### src/common/emcs_pkg.sv
// Constants and carrier types of the external memory chip-select bus.
// Assumes one bus clock for the whole block and static chip-select setup.
`default_nettype none

package emcs_pkg;
	localparam int NUM_CS = 6;

	// Port width codes of a chip select; the fourth code is read as 32 bits
	localparam logic [1:0] PORT_W32 = 2'h0;
	localparam logic [1:0] PORT_W8 = 2'h1;
	localparam logic [1:0] PORT_W16 = 2'h2;

	// Access size codes: bytes = 1 << code
	localparam logic [1:0] SIZE_BYTE = 2'h0;
	localparam logic [1:0] SIZE_HALF = 2'h1;
	localparam logic [1:0] SIZE_WORD = 2'h2;

	// Data lane masks, last beat indices, wait counts and select patterns
	localparam logic [31:0] LANES_8 = 32'h0000_00ff;
	localparam logic [31:0] LANES_16 = 32'h0000_ffff;
	localparam logic [31:0] LANES_32 = 32'hffff_ffff;
	localparam logic [31:0] DDR_OWN_LANES = 32'h0000_ffff;
	localparam logic [1:0] LAST_BEAT_1 = 2'h0;
	localparam logic [1:0] LAST_BEAT_2 = 2'h1;
	localparam logic [1:0] LAST_BEAT_4 = 2'h3;
	localparam logic [3:0] WAIT_ZERO = 4'h0;
	localparam logic [3:0] WAIT_ONE = 4'h1;
	localparam logic [5:0] CS_ALL_OFF = 6'h3f;
	localparam logic [5:0] CS_ONE_HOT = 6'h01;

	// One chip select: region base and mask cover address bits 31..16
	typedef struct packed {
		logic enable;
		logic [15:0] base;
		logic [15:0] mask;
		logic [1:0] port_w;
		logic [3:0] wait_st;
		logic [3:0] sec_wait;
		logic user_block;
		logic write_block;
		logic split_strobes;
	} emcs_cs_cfg_type;

	typedef struct packed {
		logic valid;
		logic [31:0] addr;
		logic [31:0] wdata;
		logic [1:0] size;
		logic write;
		logic user;
	} emcs_req_type;

	typedef struct packed {
		logic valid;
		logic error;
		logic [31:0] rdata;
	} emcs_resp_type;

	typedef enum logic [2:0] {
		ST_IDLE,
		ST_ADDR,
		ST_WAIT1,
		ST_WAIT2,
		ST_DATA
	} emcs_state_type;
endpackage

`default_nettype wire

### src/hdl/emcs_bus.sv
// External asynchronous memory interface with six decoded chip selects.
// Assumes requests and setup come from logic on clk; data pins and the
// DRAM type strap come from outside and are synchronised here.
`default_nettype none

// What this block does
// - In DDR mode data lines 31..16 belong to the SDRAM unit and only lines 15..0 are driven here.
// - In SDR mode all 32 lines are shared and the SDRAM unit gets them only while no access runs.
// - Six chip-select outputs, each enabling one separately programmed region.
// - Each access makes its own timing, inserting the wait states and splitting into port-width beats.
// - A second wait-state count is added after the primary one on reads and writes.
// - An active-low address-valid strobe marks the start of each beat on the bus.
// - A chip select may be set to give separate read-enable and write-enable strobes.
// - Each chip select has its own port width of 8, 16 or 32 bits in SDR mode, and of 8 or 16 bits in DDR mode.
// - A chip select may refuse user-mode accesses and, separately, write accesses.
module emcs_bus (
	// Clock and reset
	input wire logic clk,
	input wire logic srst,
	// Setup
	input wire emcs_pkg::emcs_cs_cfg_type [emcs_pkg::NUM_CS-1:0] cs_cfg,
	input wire logic dram_type_select,
	// Internal request and answer
	input wire emcs_pkg::emcs_req_type req,
	output logic req_ready,
	output emcs_pkg::emcs_resp_type resp,
	// SDRAM unit bus sharing
	input wire logic sdram_ctrl_unit_req,
	output logic sdram_ctrl_unit_grant,
	// External bus
	output logic [emcs_pkg::NUM_CS-1:0] cs_n,
	output logic address_valid_n,
	output logic read_en_n,
	output logic write_en_n,
	output logic rd_wr_n,
	output logic [31:0] ext_addr,
	input wire logic [31:0] ext_data_in,
	output logic [31:0] ext_data_out,
	output logic [31:0] ext_data_oe
);
	logic [emcs_pkg::NUM_CS-1:0] hit;
	logic [emcs_pkg::NUM_CS-1:0] blk;

	genvar gi;
	generate
		for (gi = 0; gi < emcs_pkg::NUM_CS; gi++) begin : g_cs
			emcs_cs_match u_match (
				.cfg(cs_cfg[gi]),
				.addr(req.addr),
				.write(req.write),
				.user(req.user),
				.hit(hit[gi]),
				.blocked(blk[gi])
			);
		end
	endgenerate

	// Synchronisers; only the second stage is read
	logic [31:0] din_s1_r, din_s2_r;
	logic ddr_s1_r, ddr_s2_r;
	always_ff @(posedge clk) begin
		din_s1_r <= ext_data_in;
		din_s2_r <= din_s1_r;
		ddr_s1_r <= dram_type_select;
		ddr_s2_r <= ddr_s1_r;
	end

	emcs_pkg::emcs_state_type state_r, state_nxt;
	logic [3:0] cnt_r, cnt_nxt;
	logic [1:0] beat_r, beat_nxt, last_r, last_nxt, pw_r, pw_nxt, szw_r, szw_nxt;
	logic [5:0] sel_r, sel_nxt;
	logic [31:0] addr_r, addr_nxt, wdata_r, wdata_nxt, rdata_r, rdata_nxt;
	logic write_r, write_nxt, split_r, split_nxt;
	logic [3:0] wait_r, wait_nxt, sec_r, sec_nxt;
	logic grant_r, grant_nxt, ready_r, ready_nxt;
	emcs_pkg::emcs_resp_type resp_r, resp_nxt;
	logic [5:0] cs_n_r, cs_n_nxt;
	logic avn_r, avn_nxt, ren_r, ren_nxt, wen_r, wen_nxt, rw_r, rw_nxt;
	logic [31:0] eaddr_r, eaddr_nxt, dout_r, dout_nxt, doe_r, doe_nxt;

	// Lanes and bit offset of a beat for an effective port width
	function automatic logic [31:0] lanes(input logic [1:0] pw);
		unique case (pw)
			emcs_pkg::PORT_W8: lanes = emcs_pkg::LANES_8;
			emcs_pkg::PORT_W16: lanes = emcs_pkg::LANES_16;
			default: lanes = emcs_pkg::LANES_32;
		endcase
	endfunction

	function automatic logic [4:0] shift(input logic [1:0] pw, input logic [1:0] beat);
		unique case (pw)
			emcs_pkg::PORT_W8: shift = {beat, 3'h0};
			emcs_pkg::PORT_W16: shift = {beat[0], 4'h0};
			default: shift = 5'h00;
		endcase
	endfunction

	always_comb begin
		logic [2:0] idx;
		logic any_hit;
		logic [1:0] epw;
		logic active;
		logic [4:0] sh;
		idx = 3'h0;
		any_hit = 1'b0;
		epw = emcs_pkg::PORT_W32;
		active = 1'b0;
		sh = 5'h00;
		state_nxt = state_r;
		cnt_nxt = cnt_r;
		beat_nxt = beat_r;
		last_nxt = last_r;
		pw_nxt = pw_r;
		szw_nxt = szw_r;
		sel_nxt = sel_r;
		addr_nxt = addr_r;
		wdata_nxt = wdata_r;
		rdata_nxt = rdata_r;
		write_nxt = write_r;
		split_nxt = split_r;
		wait_nxt = wait_r;
		sec_nxt = sec_r;
		grant_nxt = grant_r;
		resp_nxt = '0;
		resp_nxt.rdata = resp_r.rdata;
		// Lowest numbered hit wins where regions overlap
		for (int i = emcs_pkg::NUM_CS - 1; i >= 0; i--) begin
			if (hit[i]) begin
				idx = 3'(i);
				any_hit = 1'b1;
			end
		end
		unique case (state_r)
			emcs_pkg::ST_IDLE: begin
				// Only SDR shares the whole bus with the SDRAM unit
				grant_nxt = sdram_ctrl_unit_req && !ddr_s2_r && !(req.valid && ready_r);
				if (req.valid && ready_r) begin
					if (!any_hit || blk[idx]) begin
						resp_nxt.valid = 1'b1;
						resp_nxt.error = 1'b1;
						resp_nxt.rdata = 32'h0000_0000;
					end else begin
						epw = cs_cfg[idx].port_w;
						// DDR leaves only sixteen lines, so wider ports run as 16 bits
						if (ddr_s2_r && epw != emcs_pkg::PORT_W8)
							epw = emcs_pkg::PORT_W16;
						pw_nxt = epw;
						szw_nxt = (req.size == emcs_pkg::SIZE_BYTE) ? emcs_pkg::PORT_W8 :
							(req.size == emcs_pkg::SIZE_HALF) ? emcs_pkg::PORT_W16 : emcs_pkg::PORT_W32;
						unique case (epw)
							emcs_pkg::PORT_W8: begin
								last_nxt = (req.size == emcs_pkg::SIZE_BYTE) ? emcs_pkg::LAST_BEAT_1 :
									(req.size == emcs_pkg::SIZE_HALF) ? emcs_pkg::LAST_BEAT_2 :
									emcs_pkg::LAST_BEAT_4;
							end
							emcs_pkg::PORT_W16: begin
								last_nxt = (req.size == emcs_pkg::SIZE_WORD) ? emcs_pkg::LAST_BEAT_2 :
									emcs_pkg::LAST_BEAT_1;
							end
							default: last_nxt = emcs_pkg::LAST_BEAT_1;
						endcase
						sel_nxt = emcs_pkg::CS_ONE_HOT << idx;
						addr_nxt = req.addr;
						wdata_nxt = req.wdata;
						rdata_nxt = 32'h0000_0000;
						write_nxt = req.write;
						split_nxt = cs_cfg[idx].split_strobes;
						wait_nxt = cs_cfg[idx].wait_st;
						sec_nxt = cs_cfg[idx].sec_wait;
						beat_nxt = 2'h0;
						state_nxt = emcs_pkg::ST_ADDR;
					end
				end
			end
			emcs_pkg::ST_ADDR: begin
				cnt_nxt = wait_r;
				state_nxt = emcs_pkg::ST_WAIT1;
			end
			emcs_pkg::ST_WAIT1: begin
				if (cnt_r == emcs_pkg::WAIT_ZERO) begin
					cnt_nxt = sec_r;
					state_nxt = emcs_pkg::ST_WAIT2;
				end else begin
					cnt_nxt = cnt_r - emcs_pkg::WAIT_ONE;
				end
			end
			emcs_pkg::ST_WAIT2: begin
				if (cnt_r == emcs_pkg::WAIT_ZERO)
					state_nxt = emcs_pkg::ST_DATA;
				else
					cnt_nxt = cnt_r - emcs_pkg::WAIT_ONE;
			end
			emcs_pkg::ST_DATA: begin
				sh = shift(pw_r, beat_r);
				if (!write_r)
					rdata_nxt = rdata_r | ((din_s2_r & lanes(pw_r)) << sh);
				if (beat_r == last_r) begin
					resp_nxt.valid = 1'b1;
					resp_nxt.rdata = write_r ? 32'h0000_0000 : rdata_nxt;
					state_nxt = emcs_pkg::ST_IDLE;
				end else begin
					beat_nxt = beat_r + 2'h1;
					state_nxt = emcs_pkg::ST_ADDR;
				end
			end
			default: state_nxt = emcs_pkg::ST_IDLE;
		endcase

		// Pin values follow the next state so each pin comes from a flop
		active = (state_nxt != emcs_pkg::ST_IDLE);
		sh = shift(pw_nxt, beat_nxt);
		cs_n_nxt = active ? ~sel_nxt : emcs_pkg::CS_ALL_OFF;
		avn_nxt = (state_nxt != emcs_pkg::ST_ADDR);
		ren_nxt = !(active && state_nxt != emcs_pkg::ST_ADDR && split_nxt && !write_nxt);
		wen_nxt = !(active && state_nxt != emcs_pkg::ST_ADDR && split_nxt && write_nxt);
		rw_nxt = !(active && write_nxt);
		eaddr_nxt = active ? addr_nxt + {27'h0, sh} / 32'h8 : eaddr_r;
		dout_nxt = active ? wdata_nxt >> sh : dout_r;
		doe_nxt = (active && write_nxt) ? lanes(pw_nxt) & lanes(szw_nxt) : 32'h0000_0000;
		if (ddr_s2_r)
			doe_nxt = doe_nxt & emcs_pkg::DDR_OWN_LANES;
		ready_nxt = !active && !grant_nxt && !srst;
	end

	always_ff @(posedge clk) begin
		if (srst) begin
			state_r <= emcs_pkg::ST_IDLE;
			cnt_r <= 4'h0;
			beat_r <= 2'h0;
			last_r <= 2'h0;
			pw_r <= emcs_pkg::PORT_W32;
			szw_r <= emcs_pkg::PORT_W32;
			sel_r <= 6'h00;
			addr_r <= 32'h0000_0000;
			wdata_r <= 32'h0000_0000;
			rdata_r <= 32'h0000_0000;
			write_r <= 1'b0;
			split_r <= 1'b0;
			wait_r <= 4'h0;
			sec_r <= 4'h0;
			grant_r <= 1'b0;
			ready_r <= 1'b0;
			resp_r <= '0;
			cs_n_r <= emcs_pkg::CS_ALL_OFF;
			avn_r <= 1'b1;
			ren_r <= 1'b1;
			wen_r <= 1'b1;
			rw_r <= 1'b1;
			eaddr_r <= 32'h0000_0000;
			dout_r <= 32'h0000_0000;
			doe_r <= 32'h0000_0000;
		end else begin
			state_r <= state_nxt;
			cnt_r <= cnt_nxt;
			beat_r <= beat_nxt;
			last_r <= last_nxt;
			pw_r <= pw_nxt;
			szw_r <= szw_nxt;
			sel_r <= sel_nxt;
			addr_r <= addr_nxt;
			wdata_r <= wdata_nxt;
			rdata_r <= rdata_nxt;
			write_r <= write_nxt;
			split_r <= split_nxt;
			wait_r <= wait_nxt;
			sec_r <= sec_nxt;
			grant_r <= grant_nxt;
			ready_r <= ready_nxt;
			resp_r <= resp_nxt;
			cs_n_r <= cs_n_nxt;
			avn_r <= avn_nxt;
			ren_r <= ren_nxt;
			wen_r <= wen_nxt;
			rw_r <= rw_nxt;
			eaddr_r <= eaddr_nxt;
			dout_r <= dout_nxt;
			doe_r <= doe_nxt;
		end
	end

	assign req_ready = ready_r;
	assign resp = resp_r;
	assign sdram_ctrl_unit_grant = grant_r;
	assign cs_n = cs_n_r;
	assign address_valid_n = avn_r;
	assign read_en_n = ren_r;
	assign write_en_n = wen_r;
	assign rd_wr_n = rw_r;
	assign ext_addr = eaddr_r;
	assign ext_data_out = dout_r;
	assign ext_data_oe = doe_r;
endmodule // emcs_bus

`default_nettype wire

### src/hdl/emcs_cs_match.sv
// Address and protection decode of one chip select.
// Purely combinational; the caller registers whatever it keeps.
`default_nettype none

module emcs_cs_match (
	// Setup of this chip select
	input wire emcs_pkg::emcs_cs_cfg_type cfg,
	// Access being decoded
	input wire logic [31:0] addr,
	input wire logic write,
	input wire logic user,
	// Decode result
	output logic hit,
	output logic blocked
);
	// Base is assumed aligned to the block size, so a mask compare suffices
	assign hit = cfg.enable && (((addr[31:16] ^ cfg.base) & ~cfg.mask) == 16'h0000);
	assign blocked = (cfg.user_block && user) || (cfg.write_block && write);
endmodule // emcs_cs_match

`default_nettype wire

### config.mk
export PLATFORM = sky130hd
export DESIGN_NAME = emcs_bus
export DESIGN_NICKNAME = d
export VERILOG_FILES = /design/src/common/emcs_pkg.sv /design/src/hdl/emcs_bus.sv /design/src/hdl/emcs_cs_match.sv
export SDC_FILE = /design/constraint.sdc
export NUM_CORES = 1
export LEC_CHECK = 0
export ABC_AREA = 1
export BUFFER_PORTS_ARGS = -buffer_cell sky130_fd_sc_hd__buf_2
export CORE_AREA = 2 2 203 205
export DETAILED_ROUTE_END_ITERATION = 16
export DIE_AREA = 0 0 205 207
export GPL_TIMING_DRIVEN = 0
export PLACE_DENSITY = 0.7
export SLEW_MARGIN = 20
export SYNTH_ARGS = -nofsm -noshare
export SYNTH_HDL_FRONTEND = slang
export SYNTH_SLANG_ARGS = --single-unit
### constraint.sdc
create_clock -name clk -period 5.2 [get_ports clk]
set_input_delay 0 -clock clk [delete_from_list [all_inputs] [get_ports clk]]
set_output_delay 0 -clock clk [all_outputs]
set_load 0.05 [all_outputs]
# Word level (Yosys, flattened, before mapping)
# Cells that the tools add are included.
[word_totals]
ff_bits = 335
output_inout_bits = 142
elab_cells = 234
[classes]
addsub = 3
magnitude_cmp = 1
n_eq_ne = 22
shift = 3
muxes = 81
bitwise = 27
n_reduce_logical = 65
[ops]
columns = ["cell", "count"]
rows = [
  ["$mux W32", 14],
  ["$pmux W32 S2", 5],
  ["$bmux W46 S3", 1],
  ["$and A16 B16 Y16", 6],
  ["$logic_not A16 Y1", 6],
  ["$not A16 Y16", 6],
  ["$xor A16 B16 Y16", 6],
  ["$mux W34", 2],
  ["$and A32 B32 Y32", 2],
  ["$mux W2", 17],
  ["$add A32 B2 Y32", 1],
  ["$or A32 B32 Y32", 1],
  ["$shl A32 B5 Y32", 1],
  ["$shr A32 B5 Y32", 1],
  ["$mux W3", 10],
  ["$logic_and A1 B1 Y1", 29],
  ["$pmux W5 S2", 2],
  ["$mux W6", 3],
  ["$mux W1", 17],
  ["$pmux W3 S5", 1],
  ["$mux W13", 1],
  ["$pmux W4 S3", 1],
  ["$eq A2 B1 Y1 const B", 5],
  ["$eq A2 B2 Y1 const B", 5],
  ["30 further kinds", 59],
]

# Longest topological paths before layout
# Gate-level depths: netlist (run 1).
[logic_depth]
ltp_word = 25
mapped_depth = 46

# Modules after synthesis
# A second synthesis (run 1) with hierarchy kept.
[unflattened]
cells_unflattened = 2348
area_unflattened_um2 = 15676.3
[by_module_without_submodules]
columns = ["module", "n_inst", "cells_each", "area_per_inst_um2", "seq_area_each_um2"]
rows = [
  ["emcs_bus", 1, 1832, 13386.6, 6125.9],
  ["emcs_cs_match", 6, 86, 381.6, 0.0],
]

# Least setup slack after synthesis (run 1)
# OpenSTA, ideal clock, no wires.
[synth_path]
path_type = "input-to-reg"
from = "input port req[56] (netlist bit)"
to = "register eaddr_r[30], in the netlist ext_addr[30]"
arrival_time_ns = 4.496
path_slack_ns = 0.591
cell_stages = 39
path_buffers = 6
path_cell_list = "buf_2 nor2_1 nor2_1 nand2_1 nand2_1 nor2_1 nand3_1 or2_1 nand2_2 nand2_4 nand3_1 nand2_1 a21oi_4 nand3_4 inv_4 buf_6 buf_2 buf_2 (+3 left out) inv_1 ha_1 inv_1 nand3_1 inv_1 clkbuf_1 ha_1 ha_1 inv_1 nand2_2 inv_1 nor2_1 inv_1 nor2_1 nand2_1 xor2_1 nand2_1 nand2_1"
[synth_via]
elab_chain_len = 24
elab_cells_between_ends = 65
cone_classes = "add/sub: 1; eq/ne: 3; mux: 33; bitwise: 12; reduce/logical: 16"
[synth_rtl]
columns = ["element", "line_no", "text"]
rows = [
  ["start, declared", "emcs_bus.sv:24", "input wire emcs_pkg::emcs_req_type req,"],
  ["$xor A16 B16 Y16", "emcs_cs_match.sv:17", "assign hit = cfg.enable && (((addr[31:16] ^ cfg.base) & ~cfg.mask) == 16'h0000);"],
  ["$and A16 B16 Y16", "emcs_cs_match.sv:17", ""],
  ["$logic_not A16 Y1", "emcs_cs_match.sv:17", ""],
  ["$logic_and A1 B1 Y1", "emcs_cs_match.sv:17", ""],
  ["$mux W3 (6 in series)", "emcs_bus.sv:128", "if (hit[i]) begin"],
  ["$bmux W46 S3", "emcs_bus.sv:143", "epw = cs_cfg[idx].port_w;"],
  ["$mux W13", "n/a", ""],
  ["$ne A2 B1 Y1", "emcs_bus.sv:145", "if (ddr_s2_r && epw != emcs_pkg::PORT_W8)"],
  ["(+4 left out)", "n/a", ""],
  ["$mux W2", "emcs_bus.sv:133", "unique case (state_r)"],
  ["$mux W2 *", "emcs_bus.sv:138", "if (!any_hit || blk[idx]) begin"],
  ["$mux W2 *", "emcs_bus.sv:137", "if (req.valid && ready_r) begin"],
  ["$mux W2 *", "emcs_bus.sv:133", ""],
  ["net pw_nxt[0]", "emcs_bus.sv:70", "logic [1:0] beat_r, beat_nxt, last_r, last_nxt, pw_r, pw_nxt, szw_r, szw_nxt;"],
  ["$eq A2 B2 Y1 or $eq A2 B1 Y1 (tied branches)", "emcs_bus.sv:91", "unique case (pw)"],
  ["$pmux W5 S2 *", "emcs_bus.sv:91", ""],
  ["$add A32 B2 Y32 *", "emcs_bus.sv:217", "eaddr_nxt = active ? addr_nxt + {27'h0, sh} / 32'h8 : eaddr_r;"],
  ["end signal, assigned", "emcs_bus.sv:275", "eaddr_r <= eaddr_nxt;"],
  ["end, declared", "emcs_bus.sv:79", "logic [31:0] eaddr_r, eaddr_nxt, dout_r, dout_nxt, doe_r, doe_nxt;"],
]
# Mark *: on every way through the listed nets, which the timed path passes. The rest lies on a longest branch. The select of a mux whose other input is x is not followed.
# A chain may end at the register's enable or synchronous reset.

# Worst setup path after layout (run 1)
[layout_path]
from = "input port req[57] (netlist bit)"
to = "register eaddr_r[28], in the netlist ext_addr[28]"
# Same word-level chain as after synthesis.

==> impl_metrics.py, run 1 <==
metrics = {
    "critical_path": {
        "timing.rr.end": "ext_addr[28]$_SDFFE_PP0N_",
        "r2r_slack_ps": 590,
        "reg2reg_from": "state_r[0]$_SDFF_PP0_",
        "critPathMaxFanout": 10,
        "end_kind": "register",
        "path_buf_inv": 12,
        "start_kind": "primary input",
        "critical_path_arrival_ps": 5280,
        "cp.required_ps": 5620,
        "crit_family": "simple AND/OR/NAND/NOR gates",
        "cpMaxStageDelayCell": "ha_1",
        "criticalPathCategory": "primary input to register",
        "crit_top_cell": "nand2_1",
        "ff2ff_path_depth": 28,
        "slowest_delay_ps": 350,
    },
    "timing": {
        "rsz0062_at_grt": "false",
        "final_max_slew_viol_count": 0,
        "tightest_slew_ps": 906,
        "timing.hold.ws_ps": 21.3,
        "max_freq_ghz": 0.205,
        "fin_crit_sh_pct": 93.6,
        "max-slew-margin-rel_pct": 38.9,
        "setup_viol": 0,
        "finalCriticalPeriod_ps": 4870,
        "fin_worst_skew_ps": 15.5,
        "hold_violations": 0,
    },
    "finish": {
        "fin_util_pct": 51.4,
        "area_delta_synth_final_pct": 37.7,
        "fillers": 4012,
        "drive_gt1_share_pct": 25.7,
        "layout_commonest_cell": "buf_2",
        "finalInstanceArea_mm2": 0.0208,
        "nNetsFinal": 3217,
        "final_cell_mix": "buf_2 (528), nand2_1 (503), nor2_1 (347)",
    },
    "drt": {
        "dr_total_vias": 17500,
        "wire_per_inst_um": 20.1,
        "ant_nets": 0,
        "drc": 0,
        "drt_iter0_markers": 1552,
        "viasPerCell": 5.15,
        "drtPass1Iterations": 5,
        "drt-total-wl_um": 68500,
    },
    "placed_design": {
        "dp_hpwl_um": 55100,
        "io_buffers": 518,
        "place_area_mm2": 0.0183,
        "place_congestion": 0.986,
    },
    "floorplanning": {
        "die-area_mm2": 0.0424,
        "row_count": 74,
        "io_pins": 523,
        "die_w_um": 205,
        "start_util_pct": 37.3,
        "coreArea_mm2": 0.0404,
        "die_h_um": 207,
    },
    "job": {
        "max-cap-violations": 0,
    },
    "logic_synthesis": {
        "yosys_register_bits": 306,
        "async_reset_ff_share_pct": 0,
        "yosys.area_share.simple_pct": 30.0,
        "synth_xor_area_share_pct": 1.05,
        "avgSynthCellArea_um2": 6.97,
        "synth_ff_type": "dfxtp_1",
        "synth-compound-area-share_pct": 16.0,
        "synth_nets": 2557,
        "yosysUniqueCellTypes": 54,
        "synthesis.area_mm2": 0.0151,
        "synth_top_family_by_area": "simple AND/OR/NAND/NOR gates",
        "seq_area_frac_synth_pct": 40.6,
        "syn_inst": 2164,
        "synth_enable_flop_cells": 0,
        "synthAdderAreaFrac_pct": 0.996,
        "synth_warnings": 0,
        "synthMuxAreaShare_pct": 1.66,
    },
    "power_and_ir_drop": {
        "power_density_mw_per_mm2": 270,
        "peakVddDrop_mv": 0.313,
        "power.total_w": 0.00560,
        "p_leak_nw": 10.4,
    },
    "global_routing": {
        "grt_pass1_vias": 16800,
        "grt_max_degree": 20,
        "grt_overflow": 0,
        "grt_pass1_wl_um": 100000,
        "antenna_found_initial": 28,
        "track_usage_pct": 31.0,
    },
    "run_status": {
        "status": "complete, no violations",
    },
    "cts": {
        "clk_pin_slew_ps": 60,
        "clock_path_buffers": 3,
        "clk_latency_ps": 530,
        "cts_root_buffer": "clkbuf_16",
        "ctsHtreeMaxLevel": 2,
        "cts_tree": "yes",
        "cts_sinks": 306,
        "cts_buffers": 34,
    },
    "hold_path": {
        "hold_path_startpoint": "srst",
        "hold-path-endpoint": "ext_data_out[7]$_SDFFE_PP0N_",
        "hold_depth": 4,
        "hp-class": "primary input to register",
    },
}
## power by group
part	total [W]	switching [W]	leakage (nW)	internal [W]
sequential	0.00241	0.0000199	2.49	0.00239
combinational	0.000641	0.000375	7.29	0.000266
clock	0.00255	0.00102	0.566	0.00153
## tightest hold or removal path: stages
cell,delay (ps)
buf_2,160
nor2_1,160
nand3_1,100
o21ai_0,70
## registers in the layout (all words and copies together), names as in the netlist, 3 cells and up
signal        count
rdata_r          32
addr_r           32
din_s2_r         32
resp             34
din_s1_r         32
state_r           3
wdata_r          32
ext_data_out     32
ext_addr         32
wait_r            4
cnt_r             4
sel_r             6
cs_n              6
ext_data_oe       3
sec_r             4
## worst max-delay path by stage
| stage | cells past startpoint | startpoint | end | slack [ps] |
|---|---|---|---|---|
| 2_1_floorplan | 39 | req[56] | ext_addr[30]$_SDFFE_PP0N_ | 590 |
| 3_3_place_gp | 38 | req[67] | ext_addr[28]$_SDFFE_PP0N_ | -2070 |
| 3_5_place_dp | 38 | req[67] | ext_addr[28]$_SDFFE_PP0N_ | -2120 |
| 4_1_cts | 39 | req[57] | ext_addr[30]$_SDFFE_PP0N_ | 70 |
| 5_1_grt | 40 | req[57] | ext_addr[28]$_SDFFE_PP0N_ | 50 |
| 6_report | 40 | req[57] | ext_addr[28]$_SDFFE_PP0N_ | 330 |
## cells in the mapped netlist (all sizes together) (12+ instances only)
library cell  count  area, um^2
a21oi           132         672
buf              70         493
nor2            370        1460
clkbuf           61         229
or2              24         150
mux2i            25         250
inv             192         723
a31oi            29         181
a22oi            28         210
o21ai           155         795
dfxtp           306        6130
nand2           512        1940
nand3            94         488
nand3b           14         105
ha               12         150
nand4            33         225
a22o             14         123
o211a            16         160
nor3             18         100
## cell families after synthesis
group | Yosys count
fa+ha+maj | 12
simple gates | 1070
compound gates | 406
flops | 306
buf+inv | 327
mux | 25
xor+xnor | 18
## routing by layer
metal,share of wire [%],wire length [um],track usage [%]
met5,0.14,93,0
met4,3.5,2410,13.3
met3,7.8,5360,5.41
met2,49,33400,53.5
met1,40,27200,37.7
## stage by stage
stage / setup slack [ps] / TNS (ps) / instances
3_5_place_dp: -2120 / -87370 / 3214
5_1_grt: 49.3 / 0 / 3396
4_1_cts: 68.0 / 0 / 3376
2_1_floorplan: 591 / 0 / 2164
3_3_place_gp: -2070 / -82070 / 3214
6_report: 333 / 0 / 3401
## layout make-up
class                      instances  area (um^2)  share of cell area, %
antenna                           21         52.6                  0.253
sequential                       306         6130                   29.5
clock inverter                    18          263                   1.27
multi-input combinational       1531         7570                   36.5
buffer                           127          731                   3.52
timing repair buffer             628         3680                   17.7
clock buffer                      42          922                   4.44
tap                              532          666                   3.21
inverter                         196          741                   3.57
## timing repair
action                                 CTS  global route
buffers inserted                         0             6
resized for setup                       26            21
setup endpoints to repair               64            25
pin swaps                                0             4
gates cloned                             0             0
hold buffers                           104             0
endpoints found under the hold margin  108             0
Power figures use the tool's default switching activity.
==> inputs of run 2 (changes only) <==
--- a/config.mk
+++ b/config.mk
@@ -5,13 +5,13 @@
 export SDC_FILE = /design/constraint.sdc
 export NUM_CORES = 1
 export LEC_CHECK = 0
-export ABC_AREA = 1
 export BUFFER_PORTS_ARGS = -buffer_cell sky130_fd_sc_hd__buf_2
-export CORE_AREA = 2 2 203 205
+export CORE_AREA = 2 2 206 208
 export DETAILED_ROUTE_END_ITERATION = 16
-export DIE_AREA = 0 0 205 207
+export DIE_AREA = 0 0 208 210
 export GPL_TIMING_DRIVEN = 0
-export PLACE_DENSITY = 0.7
+export PLACE_DENSITY = 0.67
+export SKIP_CTS_REPAIR_TIMING = 1
 export SLEW_MARGIN = 20
 export SYNTH_ARGS = -nofsm -noshare
 export SYNTH_HDL_FRONTEND = slang
==> constraint.sdc (replaced) <==
create_clock -name clk -period 5.5 [get_ports clk]
set_input_delay 0 -clock clk [delete_from_list [all_inputs] [get_ports clk]]
set_output_delay 0 -clock clk [all_outputs]
set_load 0.05 [all_outputs]
==> impl_metrics.py, run 2 <==
metrics = {
    "run_status": {
        "status": "complete, but fails checks",
        "failed_checks": "hold timing",
    },
    "cts": {
        "cts_sinks": 306,
        "clock_path_buffers": 3,
        "clk_pin_slew_ps": 70,
        "ctsHtreeMaxLevel": 1,
        "cts_tree": "yes",
        "clk_latency_ps": 570,
        "cts_root_buffer": "clkbuf_16",
        "cts_buffers": 30,
    },
    "floorplanning": {
        "start_util_pct": 34.7,
        "row_count": 75,
        "coreArea_mm2": 0.0415,
        "io_pins": 523,
        "die_h_um": 210,
        "die-area_mm2": 0.0437,
        "die_w_um": 208,
    },
    "placed_design": {
        "place_area_mm2": 0.0176,
        "io_buffers": 505,
        "place_congestion": 0.963,
        "dp_hpwl_um": 50500,
    },
    "timing": {
        "max_freq_ghz": 0.185,
        "final_max_slew_viol_count": 0,
        "tightest_slew_ps": 973,
        "max-slew-margin-rel_pct": 34.6,
        "setup_viol": 0,
        "finalCriticalPeriod_ps": 5420,
        "fin_crit_sh_pct": 98.5,
        "timing.hold.ws_ps": -43.0,
        "fin_worst_skew_ps": 9.09,
        "hold_violations": 5,
    },
    "logic_synthesis": {
        "syn_inst": 1686,
        "synth_warnings": 0,
        "async_reset_ff_share_pct": 0,
        "synth_nets": 2079,
        "synth.area.top_cells": "dfxtp_1 (43%), xnor2_1 (7.2%), mux2i_1 (5.5%)",
        "yosysUniqueCellTypes": 70,
        "seq_area_frac_synth_pct": 42.5,
        "yosysTopAreaCell": "dfxtp_1",
        "synth_enable_flop_cells": 0,
        "avgSynthCellArea_um2": 8.54,
        "synthesis.area_mm2": 0.0144,
        "yosysMostFrequentCell": "dfxtp_1",
        "yosys-top-cells-count": "dfxtp_1 (306), nand2_1 (191), nor2_1 (185), a21oi_1 (136), xnor2_1 (118)",
        "yosys_register_bits": 306,
        "synth_ff_type": "dfxtp_1",
        "netlist.area_leader.share_pct": 42.5,
    },
    "critical_path": {
        "timing.rr.end": "ext_addr[14]$_SDFFE_PP0N_",
        "end_kind": "register",
        "cp.required_ps": 5950,
        "reg2reg_from": "state_r[2]$_SDFF_PP0_",
        "startpoint": "req[55]",
        "path_buf_inv": 4,
        "critPathMaxFanout": 10,
        "r2r_slack_ps": 240,
        "cpMaxStageDelayCell": "o21ai_1",
        "criticalPathCategory": "primary input to register",
        "slowest_delay_ps": 360,
        "ff2ff_path_depth": 21,
        "start_kind": "primary input",
        "crit_family": "compound AO/OA/AOI/OAI gates",
        "critical_path_arrival_ps": 5870,
        "path_depth": 25,
    },
    "global_routing": {
        "grt_pass1_wl_um": 91600,
        "grt_pass1_vias": 14700,
        "grt_overflow": 0,
        "grt_max_degree": 17,
        "track_usage_pct": 27.7,
        "antenna_found_initial": 7,
    },
    "hold_path": {
        "hold_path_startpoint": "cs_cfg[192]",
        "hold_depth": 3,
        "hp-class": "primary input to register",
        "hold-path-endpoint": "wait_r[1]$_SDFFE_PP0P_",
    },
    "finish": {
        "fin_util_pct": 48.7,
        "final_cell_mix": "buf_2 (521), dfxtp_1 (306), nand2_1 (191)",
        "fillers": 3962,
        "largest_register_ffs": 34,
        "area_delta_synth_final_pct": 40.3,
        "layout_commonest_cell": "buf_2",
        "drive_gt1_share_pct": 29.8,
        "finalInstanceArea_mm2": 0.0202,
        "nNetsFinal": 2733,
    },
    "drt": {
        "drtPass1Iterations": 7,
        "drt-total-wl_um": 65600,
        "viasPerCell": 5.39,
        "dr_total_vias": 15700,
        "ant_nets": 0,
        "wire_per_inst_um": 22.5,
        "drt_iter0_markers": 1593,
        "drc": 0,
    },
    "power_and_ir_drop": {
        "peakVddDrop_mv": 0.282,
        "p_leak_nw": 8.67,
        "power_density_mw_per_mm2": 260,
    },
    "job": {
        "max-cap-violations": 0,
    },
}
[run 2: area by class of cell]
type	instances	area, um^2	share of cell area [%]
Timing Repair Buffer	625	3690	18.3
Tap cell	539	674	3.34
Clock inverter	16	285	1.41
Inverter	14	52.6	0.260
Antenna cell	8	20.0	0.0991
Buffer	139	786	3.89
Sequential cell	306	6130	30.3
Multi-Input combinational cell	1224	7720	38.2
Clock buffer	38	852	4.22
[run 2: cells by family after synthesis]
kind of cell    Yosys count  share of synthesized area (%)
compound gates          437                           19.4
xor+xnor                130                           7.91
fa+ha+maj                12                           1.04
buf+inv                 156                           5.37
flops                   306                           42.5
mux                      91                           6.46
simple gates            554                           17.3
[run 2: tightest hold or removal path: cells and delay by family]
family	cells	cell delay (ps)
buffers and inverters	1	100
AO/OA/AOI/OAI	2	370
[run 2: power breakdown]
part           leakage [nW]  internal, W  switching (W)  total [W]
clock network         0.557      0.00146       0.000909    0.00237
registers              2.49      0.00225      0.0000170    0.00226
logic                  5.62     0.000286       0.000336   0.000622
total                  8.67      0.00400        0.00126    0.00526
[run 2: how the worst max path moves through the flow]
stage / to / slack (ps)
2_1_floorplan: ext_addr[12]$_SDFFE_PP0N_ / 140
3_3_place_gp: ext_addr[28]$_SDFFE_PP0N_ / -2150
3_5_place_dp: ext_addr[12]$_SDFFE_PP0N_ / -2220
4_1_cts: ext_addr[14]$_SDFFE_PP0N_ / -1670
5_1_grt: ext_addr[28]$_SDFFE_PP0N_ / -80
6_report: ext_addr[14]$_SDFFE_PP0N_ / 80
[run 2: through the flow]
stage	setup TNS (ps)	total power, W	cells	setup WS [ps]
floorplan	0	0.00256	1686	136
global placement	-101560	0.00283	2730	-2150
detailed placement	-108020	0.00283	2730	-2220
CTS	-70260	0.00517	2784	-1670
global route	-91.2	0.00540	2905	-75.7
finish	0	0.00526	2909	82.1
[run 2: layer usage]
metal,global-route usage (%),vias to the layer above,part of all wire (%)
met1,37.2,7398,42
met4,10.1,4,4.6
li1,-,7254,-
met2,43.8,879,44
met5,0,-,0.046
met3,5.77,159,9.2
